===== src/scdgc_defines.vh =====
// Offsets, field positions, reset values and widths of the channel control slice
`ifndef SCDGC_DEFINES_VH
`define SCDGC_DEFINES_VH

// ==========================================
// Register indices (byte address is four times the index)
`define SCDGC_IDX_BLK_A_GLOBAL 18'h30005
`define SCDGC_IDX_CH_AC_COMMON 18'h30024
`define SCDGC_IDX_CH_AD_COMMON 18'h30034
`define SCDGC_IDX_BLK_B_GLOBAL 18'h30105
`define SCDGC_IDX_CH_BC_COMMON 18'h30124
`define SCDGC_IDX_CH_BD_COMMON 18'h30134
`define SCDGC_IDX_CH_TX_PWRDN 18'h30200
`define SCDGC_IDX_ALARM_STATUS 18'h30201
`define SCDGC_IDX_ALARM_ENABLE 18'h30202

// ==========================================
// Bus geometry
`define SCDGC_ADDR_W 20
`define SCDGC_DATA_W 32

// ==========================================
// Per-channel common control fields
`define SCDGC_CH_RSVD_BIT 0
`define SCDGC_CH_MASK_BIT 1
`define SCDGC_CH_SRST_BIT 2
`define SCDGC_CH_TEST_BIT 7
`define SCDGC_CH_RESET_VAL 8'h02
`define SCDGC_CH_USED_BITS 8'h87

// ==========================================
// Block global control fields
`define SCDGC_BLK_RSVD_BIT 0
`define SCDGC_BLK_MASK_BIT 1
`define SCDGC_BLK_SRST_BIT 2
`define SCDGC_BLK_TXPD_BIT 3
`define SCDGC_BLK_TEST_BIT 7
`define SCDGC_BLK_RESET_VAL 8'h02
`define SCDGC_BLK_USED_BITS 8'h8F

// ==========================================
// Own registers
`define SCDGC_TXPD_RESET_VAL 4'h0
`define SCDGC_STAT_RESET_VAL 8'h00
`define SCDGC_ENA_RESET_VAL 8'h00

`endif


===== src/scdgc_ctrl.v =====
// Control register slice for two two-channel serial transceiver blocks
// ==========================================
//
// Chosen here: the Avalon-MM interface to the registers.
`timescale 1ns/1ns
`default_nettype none
`include "scdgc_defines.vh"

module scdgc_ctrl #(
  parameter CHANNELS = 4
) (
  // Clock and reset
  input wire CLK,
  input wire RST_N,
  // Avalon-MM slave
  input wire [`SCDGC_ADDR_W-1:0] AVS_ADDRESS,
  input wire AVS_READ,
  input wire AVS_WRITE,
  input wire [`SCDGC_DATA_W-1:0] AVS_WRITEDATA,
  input wire [3:0] AVS_BYTEENABLE,
  output reg [`SCDGC_DATA_W-1:0] AVS_READDATA,
  output reg AVS_WAITREQUEST,
  // Alarm events from the channels
  input wire [3:0] CH_TX_ALARM,
  input wire [3:0] CH_RX_ALARM,
  // Effective channel controls
  output reg [3:0] CH_ALARM_MASK,
  output reg [3:0] CH_RESET,
  output reg [3:0] CH_TEST_ENABLE,
  output reg [3:0] CH_TX_POWERDOWN,
  // Interrupt
  output reg IRQ
);

  // ==========================================
  // Address decode

  function hit;
    input [`SCDGC_ADDR_W-1:0] addr;
    input [17:0] idx;
    begin
      hit = (addr[`SCDGC_ADDR_W-1:2] == idx);
    end
  endfunction

  function [17:0] ch_index;
    input integer ch;
    begin
      case (ch)
        2'h0: ch_index = `SCDGC_IDX_CH_AC_COMMON;
        2'h1: ch_index = `SCDGC_IDX_CH_AD_COMMON;
        2'h2: ch_index = `SCDGC_IDX_CH_BC_COMMON;
        default: ch_index = `SCDGC_IDX_CH_BD_COMMON;
      endcase
    end
  endfunction

  // ==========================================
  // Bus handshake

  reg wait_r;
  reg wait_nxt;
  wire req;
  wire wr_go;
  wire lane0;
  wire wr_ok;
  wire rd_take;

  assign req = AVS_READ | AVS_WRITE;

  // Write lands at the edge where the master sees waitrequest low
  assign wr_go = AVS_WRITE & ~wait_r;

  // Only the low byte lane carries a register
  assign lane0 = AVS_BYTEENABLE[0];

  // Qualified write strobe shared by every register
  assign wr_ok = wr_go & lane0;

  // Read data loaded one edge before the master takes it
  assign rd_take = AVS_READ & wait_r;

  always @* begin
    wait_nxt = 1'b1;
    if (req && wait_r) begin
      wait_nxt = 1'b0;
    end
  end

  always @(posedge CLK) begin
    if (!RST_N) begin
      wait_r <= 1'b1;
    end else begin
      wait_r <= wait_nxt;
    end
  end

  // ==========================================
  // Channel common control registers

  reg [7:0] ch_reg_r [0:CHANNELS-1];
  wire [CHANNELS-1:0] ch_hit;

  genvar gc;
  generate
    for (gc = 0; gc < CHANNELS; gc = gc + 1) begin : g_ch
      assign ch_hit[gc] = hit(AVS_ADDRESS, ch_index(gc));

      always @(posedge CLK) begin
        if (!RST_N) begin
          ch_reg_r[gc] <= `SCDGC_CH_RESET_VAL;
        end else if (wr_ok && ch_hit[gc]) begin
          // Bits held until software changes them
          ch_reg_r[gc] <= AVS_WRITEDATA[7:0] & `SCDGC_CH_USED_BITS;
        end
      end
    end
  endgenerate

  // ==========================================
  // Block global control registers

  reg [7:0] blk_reg_r [0:1];
  wire [1:0] blk_hit;

  assign blk_hit[0] = hit(AVS_ADDRESS, `SCDGC_IDX_BLK_A_GLOBAL);
  assign blk_hit[1] = hit(AVS_ADDRESS, `SCDGC_IDX_BLK_B_GLOBAL);

  genvar gb;
  generate
    for (gb = 0; gb < 2; gb = gb + 1) begin : g_blk
      always @(posedge CLK) begin
        if (!RST_N) begin
          blk_reg_r[gb] <= `SCDGC_BLK_RESET_VAL;
        end else if (wr_ok && blk_hit[gb]) begin
          blk_reg_r[gb] <= AVS_WRITEDATA[7:0] & `SCDGC_BLK_USED_BITS;
        end
      end
    end
  endgenerate

  // ==========================================
  // Per-channel transmit power-down register

  reg [3:0] txpd_r;
  wire txpd_hit;

  assign txpd_hit = hit(AVS_ADDRESS, `SCDGC_IDX_CH_TX_PWRDN);

  always @(posedge CLK) begin
    if (!RST_N) begin
      txpd_r <= `SCDGC_TXPD_RESET_VAL;
    end else if (wr_ok && txpd_hit) begin
      txpd_r <= AVS_WRITEDATA[3:0];
    end
  end

  // ==========================================
  // Effective per-channel controls

  wire [3:0] eff_mask;
  wire [3:0] eff_rst;
  wire [3:0] eff_test;
  wire [3:0] eff_txpd;

  genvar ge;
  generate
    for (ge = 0; ge < 4; ge = ge + 1) begin : g_eff
      wire [7:0] own_ctl;
      wire [7:0] blk_ctl;

      // Channel belongs to block ge/2 only
      assign own_ctl = ch_reg_r[ge];
      assign blk_ctl = blk_reg_r[ge/2];

      assign eff_mask[ge] = own_ctl[`SCDGC_CH_MASK_BIT] |
        blk_ctl[`SCDGC_BLK_MASK_BIT];

      assign eff_rst[ge] = own_ctl[`SCDGC_CH_SRST_BIT] |
        blk_ctl[`SCDGC_BLK_SRST_BIT];

      assign eff_test[ge] = own_ctl[`SCDGC_CH_TEST_BIT] |
        blk_ctl[`SCDGC_BLK_TEST_BIT];

      assign eff_txpd[ge] = txpd_r[ge] |
        blk_ctl[`SCDGC_BLK_TXPD_BIT];
    end
  endgenerate

  always @(posedge CLK) begin
    if (!RST_N) begin
      CH_ALARM_MASK <= 4'hF;
      CH_RESET <= 4'hF;
      CH_TEST_ENABLE <= 4'h0;
      CH_TX_POWERDOWN <= 4'h0;
    end else begin
      CH_ALARM_MASK <= eff_mask;
      CH_RESET <= eff_rst;
      CH_TEST_ENABLE <= eff_test;
      CH_TX_POWERDOWN <= eff_txpd;
    end
  end

  // ==========================================
  // Alarm status and interrupt

  reg [7:0] stat_r;
  reg [7:0] ena_r;
  wire [7:0] alarm_raw;
  wire [7:0] alarm_in;
  wire [7:0] stat_clr;
  wire [7:0] stat_nxt;
  wire [7:0] irq_src;
  wire [7:0] lane_mask;
  wire stat_hit;
  wire ena_hit;
  wire stat_wr;
  wire ena_wr;

  assign stat_hit = hit(AVS_ADDRESS, `SCDGC_IDX_ALARM_STATUS);
  assign ena_hit = hit(AVS_ADDRESS, `SCDGC_IDX_ALARM_ENABLE);

  assign stat_wr = wr_ok & stat_hit;
  assign ena_wr = wr_ok & ena_hit;

  // Transmit alarms in the low nibble, receive alarms in the high one
  assign alarm_raw = {CH_RX_ALARM, CH_TX_ALARM};
  assign lane_mask = {eff_mask, eff_mask};

  genvar gs;
  generate
    for (gs = 0; gs < 8; gs = gs + 1) begin : g_stat
      // Channel mask blocks an alarm before it is recorded
      assign alarm_in[gs] = alarm_raw[gs] & ~lane_mask[gs];

      // Write one to clear
      assign stat_clr[gs] = stat_wr & AVS_WRITEDATA[gs];

      // New alarm wins over a clear in the same cycle
      assign stat_nxt[gs] = (stat_r[gs] & ~stat_clr[gs]) | alarm_in[gs];

      // Held-back status bits stay silent while the channel mask is set
      assign irq_src[gs] = stat_nxt[gs] & ena_r[gs] & ~lane_mask[gs];
    end
  endgenerate

  always @(posedge CLK) begin
    if (!RST_N) begin
      stat_r <= `SCDGC_STAT_RESET_VAL;
      ena_r <= `SCDGC_ENA_RESET_VAL;
      IRQ <= 1'b0;
    end else begin
      stat_r <= stat_nxt;
      if (ena_wr) begin
        ena_r <= AVS_WRITEDATA[7:0];
      end
      IRQ <= |irq_src;
    end
  end

  // ==========================================
  // Read data

  reg [7:0] rd_byte;
  integer k;

  always @* begin
    rd_byte = 8'h00;
    for (k = 0; k < CHANNELS; k = k + 1) begin
      if (ch_hit[k]) begin
        rd_byte = ch_reg_r[k];
      end
    end
    if (blk_hit[0]) begin
      rd_byte = blk_reg_r[0];
    end
    if (blk_hit[1]) begin
      rd_byte = blk_reg_r[1];
    end
    if (txpd_hit) begin
      rd_byte = {4'h0, txpd_r};
    end
    if (stat_hit) begin
      rd_byte = stat_r;
    end
    if (ena_hit) begin
      rd_byte = ena_r;
    end
  end

  always @(posedge CLK) begin
    if (!RST_N) begin
      AVS_READDATA <= 32'h00000000;
      AVS_WAITREQUEST <= 1'b1;
    end else begin
      AVS_WAITREQUEST <= wait_nxt;
      if (rd_take) begin
        AVS_READDATA <= {24'h000000, rd_byte};
      end
    end
  end

endmodule
`default_nettype wire


===== config.mk =====
export PLATFORM = sky130hd
export DESIGN_NAME = scdgc_ctrl
export DESIGN_NICKNAME = d
export VERILOG_FILES = /design/src/scdgc_ctrl.v
export VERILOG_INCLUDE_DIRS = /design/src
export SDC_FILE = /design/constraint.sdc
export NUM_CORES = 1
export LEC_CHECK = 0
export BUFFER_PORTS_ARGS = -buffer_cell sky130_fd_sc_hd__buf_2
export CAP_MARGIN = 0
export CORE_ASPECT_RATIO = 1.5
export CORE_MARGIN = 5
export CORE_UTILIZATION = 50
export DETAILED_ROUTE_END_ITERATION = 16
export PLACE_DENSITY = 0.8
export RECOVER_POWER = 25
export SLEW_MARGIN = 15
export SYNTH_ARGS = -nofsm -noshare
export SYNTH_HDL_FRONTEND = slang
export SYNTH_SLANG_ARGS = --single-unit

===== constraint.sdc =====
create_clock -name CLK -period 3.6 [get_ports CLK]
set_input_delay 0.72 -clock CLK [delete_from_list [all_inputs] [get_ports CLK]]
set_output_delay 0.72 -clock CLK [all_outputs]
set_load 0.05 [all_outputs]

==> impl_summary.md, run 1 <==
Status
The run finished with clean final reports.

Timing
The count of final max-slew check failures came to 0. Headroom to the max-slew limit came out at 13.2%. The worst setup skew after layout is 0.0105 ns. For the pin with the worst max-slew slack, the measured transition is 1.30 ns. The final setup violation count is 0.

The achievable clock frequency is 0.363 GHz. The worst path needs 2.76 ns of the cycle, external delays included. The number of hold violations in the final report is 0. The fraction of the cycle the final worst path needs is 76.5%. Setup repair after global routing left no endpoint under its margin. The tightest hold path in the finished design has a slack of 0.457 ns. Once routing completed, OpenROAD measured the worst setup slack at 0.844 ns.

For the final routed database, the setup TNS stands at 0 ns.

Place
Before CTS, the worst setup slack after placement is 0.490 ns. The final weighted congestion in routability-driven placement is 0.952. The number of placed instances, taps included is 497. The cell area after placement is 3750 µm². The count of buffers added on input and output ports is 64. Detailed placement finished with a half-perimeter wire length of 7.09 mm.

CTS
The clock latency on the worst-skew pair is 0.35 ns. The level count of the clock H-tree is 3. The number of buffers between clock root and the deepest sink is 2. The post-cts repair resize count is 0. The total of hold buffers inserted after clock tree synthesis is 0. The total CTS buffers is 9.

CTS saw 72 sinks. Clock tree synthesis selected as its root buffer the cell sky130_fd_sc_hd__clkbuf_8. The CTS clock-pin slew for the worst setup and hold paths is 0.07 ns. TritonCTS built the clock tree. The post-CTS repair timing setup buffer count is 0.

Worst setup path
Tracing the worst setup path back leads to its startpoint at AVS_ADDRESS[13]. The worst setup path is of the input port to register kind. The capturing instance or port of the critical path is IRQ. The maximum fanout encountered on the critical timing path is 10. In this run the critical register-to-register path is launched from AVS_WAITREQUEST. The worst register-to-register path ends at IRQ. The signal on the critical path passes through buf_2, nor4_2, nand4_2, or3_1, a221oi_2, o22ai_1, o41a_1. The element type at the critical path start is an input port.

The critical-path cell with the highest stage delay is sky130_fd_sc_hd__or3_1. The required time at the worst-slack endpoint is 3.83 ns. The worst register-to-register path has a setup slack of 1.24 ns. For this run, the slowest stage of the critical path takes 0.61 ns. The endpoint class of the critical path is a register. For the worst flop-to-flop path, the logic depth is 6. The data arrival time of the worst path is 2.99 ns.

Floorplanning
The initialized floorplan defines 37 standard-cell rows. The initial core utilization is 50.6%. The die is 77.5 µm wide. 118 I/O pins were placed.

In this run the vertical extent of the chip is 111 µm. The full die area is 8630 µm². The core region is 6760 µm².

Final layout
The final instance area is 3930 µm². After filler insertion, the fill cell instance count of the layout stands at 628. The post-route netlist has 19.3% of its cells at a drive strength greater than 1. The share of the core filled with cells is 58.2%.

The count of inserted antenna diode cells is 0. After the last flow step, the layout net total stands at 498. The final non-filler cell total is 513. The synthesis-to-layout area growth is 14.9%.

Synth
The area share of fa/ha/maj cells after synthesis is 0%. The number of different library cells used by synthesis comes to 52. The share of async-settable or async-resettable flops after synthesis is 0%. The synthesized design contains 72 register bits. The count of synthesis-stage warnings from yosys is 0. The compound-gate portion of the synthesized area is 13.2%. The area fraction in and, or, nand and nor cells after synthesis is 23.7%. The leading register cell type out of synthesis is sky130_fd_sc_hd__dfxtp_1. By area, the combinational part of the netlist is dominated by simple AND/OR/NAND/NOR gates. The netlist area before placement is 3420 µm².

The register area share after synthesis is 49.7%. The portion of netlist area occupied by mux cells is 4.68%. Averaged over all synthesized cells, the footprint is 9.48 µm².

The area share of xor/xnor cells in the synthesized design is 0%. Synthesis produced a netlist whose cell count is 361. The count of flip-flops with a built-in enable after synthesis is 26.

GRT
The number of antenna violations at the first check in global routing came to 0. The via count of the first global-routing pass is 3065. The first global-routing pass estimated 14.7 mm of wire. The total grt overflow is 0.

Entering global routing, the biggest net connects 31 pins. For this run, the total global-route usage over all layers was measured as 21.5%.

Route
The detailed-router iteration count before antenna repair is 5. The number of remaining DRC errors is 0. The total via count after detailed routing is 2982. After detailed routing, the average wire length per cell comes to 18.2 µm. The routed design has 9.34 mm of wire.

The iteration-0 DRC count of the detailed router is 220. The number of routed nets with antenna violations is 0. The mean number of vias per cell is 5.81.

Pwr
The leakage power is 1.49 nW. Across the VDD grid, the largest voltage drop is 0.000331 V. The power density of the placed cells is 437 nW/µm². The design draws 1.72 mW.

Worst hold path
The type of the tightest min-delay check is register to register.

Flow run
The count of max-cap constraint violations is 0.
## how the worst min path moves through the flow
stage               slack (ns)            start               to  cells past startpoint
floorplan                 0.43   ch_reg_r[0][6]      CH_RESET[1]                      1
global placement          0.42  AVS_WAITREQUEST  AVS_WAITREQUEST                      1
detailed placement        0.44   ch_reg_r[0][6]      CH_RESET[1]                      1
CTS                       0.46   ch_reg_r[0][6]      CH_RESET[1]                      1
global route              0.48  AVS_READDATA[7]  AVS_READDATA[7]                      2
finish                    0.46  AVS_READDATA[7]  AVS_READDATA[7]                      2
## layer usage
metal / global-route usage, % / vias to the layer above / part of all wire [%]
met5: 0 / - / 0
met4: 14.0 / 0 / 5.4
met3: 4.55 / 38 / 7.1
met2: 36.9 / 161 / 51
met1: 23.3 / 1405 / 36
li1: - / 1378 / -
## power breakdown
| group | leakage (nW) | switching [mW] | total [mW] | internal [mW] |
|---|---|---|---|---|
| sequential | 0.622 | 0.00966 | 0.868 | 0.858 |
| combinational | 0.758 | 0.154 | 0.192 | 0.0381 |
| clock | 0.106 | 0.296 | 0.659 | 0.363 |
| total | 1.49 | 0.459 | 1.72 | 1.26 |
## placed cells by master, fill, tap and decap left out, types with 11 or more instances in the layout
cell type and instances:
sky130_fd_sc_hd__nand2_1 26, sky130_fd_sc_hd__dfxtp_1 46, sky130_fd_sc_hd__nor2_1 68, sky130_fd_sc_hd__buf_2 49
sky130_fd_sc_hd__nor3_1 16, sky130_fd_sc_hd__inv_1 11, sky130_fd_sc_hd__o21ai_0 17, sky130_fd_sc_hd__conb_1 24
sky130_fd_sc_hd__mux2i_1 16, sky130_fd_sc_hd__clkbuf_1 18, sky130_fd_sc_hd__edfxtp_1 26
## kinds of logic after synthesis
| logic type | Yosys count |
|---|---|
| buffers and inverters | 50 |
| muxes | 16 |
| other | 1 |
| DFF | 72 |
| and+or+nand+nor | 163 |
| AOI/OAI and AO/OA | 59 |
## critical path: cells and delay by family
| kind | cells | cell delay [ns] |
|---|---|---|
| buffers and inverters | 1 | 0.10 |
| AND/OR/NAND/NOR | 3 | 1.21 |
| AO/OA/AOI/OAI | 3 | 0.94 |
## state kept, by name (all words and copies together) (netlist names)
register,flops
txpd_r,4
CH_RESET,4
ch_reg_r,16
AVS_WAITREQUEST,1
CH_TEST_ENABLE,4
CH_TX_POWERDOWN,4
ena_r,8
CH_ALARM_MASK,4
AVS_READDATA,8
blk_reg_r,10
stat_r,8
IRQ,1
## area by class of cell
| cell class | count | area [µm²] | area share, % |
|---|---|---|---|
| Sequential cell | 72 | 1700 | 43.3 |
| Multi-Input combinational cell | 262 | 1510 | 38.4 |
| Timing Repair Buffer | 74 | 373 | 9.48 |
| Clock buffer | 12 | 156 | 3.98 |
| Tap cell | 78 | 97.6 | 2.48 |
| Clock inverter | 4 | 50.0 | 1.27 |
| Inverter | 11 | 41.3 | 1.05 |
## cell usage after synthesis (all sizes together) (2+ instances only)
cell      n  share of area, %
nor2b    10               1.8
and3      4              0.73
or3       9               1.6
clkbuf    9              0.99
o32a      2              0.59
nand4     4              0.91
o211ai    2              0.44
buf      30               6.4
nor4      5               1.5
o2bb2ai   3              0.77
o22ai     4              0.73
nor3b     2              0.44
or2       3              0.55
mux2i    16               4.7
a211oi    2              0.44
o21ai    17               2.5
or4       2              0.44
inv      11               1.2
dfxtp    46                27
edfxtp   26                23
nor3     17               2.6
a21oi     7               1.0
nand2b    3              0.55
nor2     68               7.5
nand3b    3              0.66
nand2    26               2.9
and2      4              0.73
a221oi   10               3.5
No activity file was read; power rests on OpenSTA's default activity.
==> run 2, diff against run 1 <==
--- a/config.mk
+++ b/config.mk
@@ -10,9 +10,9 @@
 export CAP_MARGIN = 0
 export CORE_ASPECT_RATIO = 1.5
 export CORE_MARGIN = 5
-export CORE_UTILIZATION = 50
+export CORE_UTILIZATION = 45
 export DETAILED_ROUTE_END_ITERATION = 16
-export PLACE_DENSITY = 0.8
+export PLACE_DENSITY = 0.76
 export RECOVER_POWER = 25
 export SLEW_MARGIN = 15
 export SYNTH_ARGS = -nofsm -noshare
==> constraint.sdc (replaced) <==
create_clock -name CLK -period 2.21 [get_ports CLK]
set_input_delay 0.442 -clock CLK [delete_from_list [all_inputs] [get_ports CLK]]
set_output_delay 0.442 -clock CLK [all_outputs]
set_load 0.05 [all_outputs]
==> impl_summary.md, run 2 (synthesis results as in run 1) <==
Floorplanning
The core footprint is 7510 µm² (+11%). The die boundary width came to 81.2 µm (+4.7%). The row count was 39 (+5.4%). The count of pins on the block boundary was 118 (unchanged). The full die area came to 9480 µm² (+9.9%). The die height is 117 µm (+4.9%).

The initial core utilization is 45.5% (-5.1 points).

Final layout
The number of fill cells is 674 (+7.3%). The count of nets after finishing is 544 (+9.2%). The ratio of cells with drive above 1 in the final layout is 29.1% (+9.8 points). The flip-flop count of the largest register after layout is 16 (unchanged).

The synthesis-to-layout area growth is 31.2%. The top cell types in the final layout, fill and taps aside, are 68 x sky130_fd_sc_hd__nor2_1, 52 x sky130_fd_sc_hd__buf_4, 51 x sky130_fd_sc_hd__buf_2. The library cell used most frequently in the layout, excluding fill and tap cells, is sky130_fd_sc_hd__nor2_1.

The largest registers in the layout are ch_reg_r: 16 flops, blk_reg_r: 10 flops. The largest register by flop count is ch_reg_r. The final non-filler cell total came to 583 (+14%).

The count of inserted antenna diode cells came to 0 (unchanged). The final instance area came to 4490 µm² (+14%).

CTS
The clock latency on the worst-skew pair was 0.35 ns (about the same). The total of hold buffers inserted after clock tree synthesis came to 0 (unchanged). The total CTS buffers was 9 (unchanged). The number of clock sinks is 72 (unchanged). The level count of the clock H-tree was 3 (unchanged).

The root buffer cell is sky130_fd_sc_hd__clkbuf_16. The CTS clock-pin slew for the worst setup and hold paths is 0.06 ns (about the same). The number of buffers between clock root and the deepest sink was 2 (unchanged). TritonCTS built the clock tree.

Worst hold path
In this run the worst hold path is classified as input port to register.

GRT
The number of antenna violations at the first check in global routing was 0 (unchanged). The total routing usage reported by global routing was 21.9% (+0.43 points). The total grt overflow is 0 (unchanged). The via count of the first global-routing pass came to 3162 (+3.2%). The maximum number of pins on one net before global-route repair came to 29 (-6.5%). The first-pass GRT wire length is 15.3 mm (+4.3%).

Pwr
The cell-internal power came to 2.26 mW (+79%). The relative contribution of the clock network to total power came to 43.4% (+5.1 points). The worst vdd rail ir drop is 0.000522 V (+58%).

The fraction of power spent switching nets was 27.8% (+1.1 points). The share of power burned in combinational logic is 11.3% (about the same). The leakage power is 1.75 nW (+18%).

The power density of the placed cells came to 696 nW/µm² (+59%). The switching power came to 0.867 mW (+89%). The share of power burned in registers is 45.3% (-5.2 points).

Place
The final weighted congestion in routability-driven placement came to 0.943 (-0.99%). The number of port buffers was 64 (unchanged). The total half-perimeter wirelength after legalization and detailed placement is 7.63 mm (+7.7%). The number of placed instances, taps included came to 566 (+14%).

The cell area after placement is 4160 µm² (+11%).

Timing
The post-route setup TNS is 0 ns (unchanged). The count of final max-slew check failures is 0 (unchanged). Setup repair after global routing could not meet its margin everywhere. The worst setup skew after layout came to 0.00658 ns (-0.00387 ns). The post-layout minimum cycle time is 2.20 ns. The achievable clock frequency is 0.455 GHz. The relative slew slack was 16.6% (+3.5 points).

The worst hold slack across all endpoints came to 0.317 ns (-0.140 ns). The number of hold violations in the final report is 0 (unchanged). The fraction of the cycle the final worst path needs is 99.5%. The final setup violation count is 0 (unchanged). The worst-margin pin slew is 1.25 ns (-0.0518 ns).

Worst setup path
The data arrival time of the worst path came to 2.43 ns (-0.56 ns). The maximum fanout encountered on the critical timing path came to 2 (-8). The setup path with the least slack is of type input port to register. The endpoint class of the critical path is a register. The element type at the critical path start is an input port.

The required time at the worst-slack endpoint is 2.44 ns (-1.39 ns).

Route
The iteration-0 DRC count of the detailed router is 220 (unchanged). The routed length per instance came to 16.8 µm (-7.9%). The routed wire length was 9.78 mm (+4.7%). The number of routed nets with antenna violations was 0 (unchanged). The mean number of vias per cell is 5.25 (-9.6%). The number of remaining DRC errors is 0 (unchanged). The total via count after detailed routing is 3062 (+2.7%). The detailed-router iteration count before antenna repair is 5 (unchanged).

Status
The run finished with clean final reports.

Flow run
The count of max-cap constraint violations is 0 (unchanged).
==> run 2: cell count changes in the layout (fill, tap and decap cells not counted), sizes merged <==
cell,change
bufinv,-1
clkinvlp,+3
clkbuf,-3
buf,+46
inv,+1
==> run 2: path summary, 6_finish.rpt <==
path / depth (start not counted) / slack [ns] / end / start
max: 8 / 0.01 / IRQ / AVS_ADDRESS[4]
min: 2 / 0.32 / AVS_WAITREQUEST / AVS_READ
max reg2reg: 6 / 0.26 / IRQ / AVS_WAITREQUEST
min reg2reg: 1 / 0.47 / CH_RESET[0] / ch_reg_r[0][2]
==> run 2: metal layers <==
layer	wire (µm)	GRT usage, %	part of all wire, %
met5	0	0	0
met4	502	14.2	5.1
met3	622	5.05	6.4
met2	5210	39.7	53
met1	3440	22.0	35
==> run 2: power groups by stage <==
stage | registers [mW] | logic, mW | clock network, mW
after detailed placement | 1.44 | 0.353 | 0
final | 1.41 | 0.354 | 1.36
after global routing | 1.42 | 0.375 | 1.44
after CTS | 1.41 | 0.356 | 1.37
after floorplan | 1.50 | 0.205 | 0
after global placement | 1.44 | 0.351 | 0
==> run 2: through the flow <==
stage / power [mW] / util (%) / worst slack (ns)
5_1_grt: 3.23 / 59.7 / -0.0751
2_1_floorplan: 1.70 / - / -0.102
3_3_place_gp: 1.79 / 55.3 / -0.374
3_5_place_dp: 1.80 / 55.3 / -0.376
6_report: 3.12 / 59.7 / 0.0112
4_1_cts: 3.14 / 59.5 / 0.0115
==> run 2: cell type report <==
cell class / count / area [µm²] / area share [%]
Tap cell: 102 / 128 / 2.84
Multi-Input combinational cell: 262 / 1620 / 36.1
Clock buffer: 9 / 225 / 5.02
Timing Repair Buffer: 120 / 717 / 16.0
Sequential cell: 72 / 1700 / 37.9
Clock inverter: 7 / 53.8 / 1.20
Inverter: 11 / 41.3 / 0.920
==> run 2: critical path, cell delays in order <==
cell and delay (ns):
sky130_fd_sc_hd__buf_2 0.12, sky130_fd_sc_hd__nor4bb_4 0.39, sky130_fd_sc_hd__nand2_1 0.13, sky130_fd_sc_hd__or3_4 0.39
sky130_fd_sc_hd__buf_4 0.16, sky130_fd_sc_hd__a221oi_4 0.29, sky130_fd_sc_hd__o22ai_2 0.13, sky130_fd_sc_hd__o41a_1 0.37
==> run 2: timing repair <==
action | CTS | global route
endpoints found under the setup margin | 1 | 3
gates resized for setup | 3 | 6
endpoints found under the hold margin | 0 | 0
setup buffers | 1 | 0
gates cloned | 0 | 0
pin swaps | 1 | 7
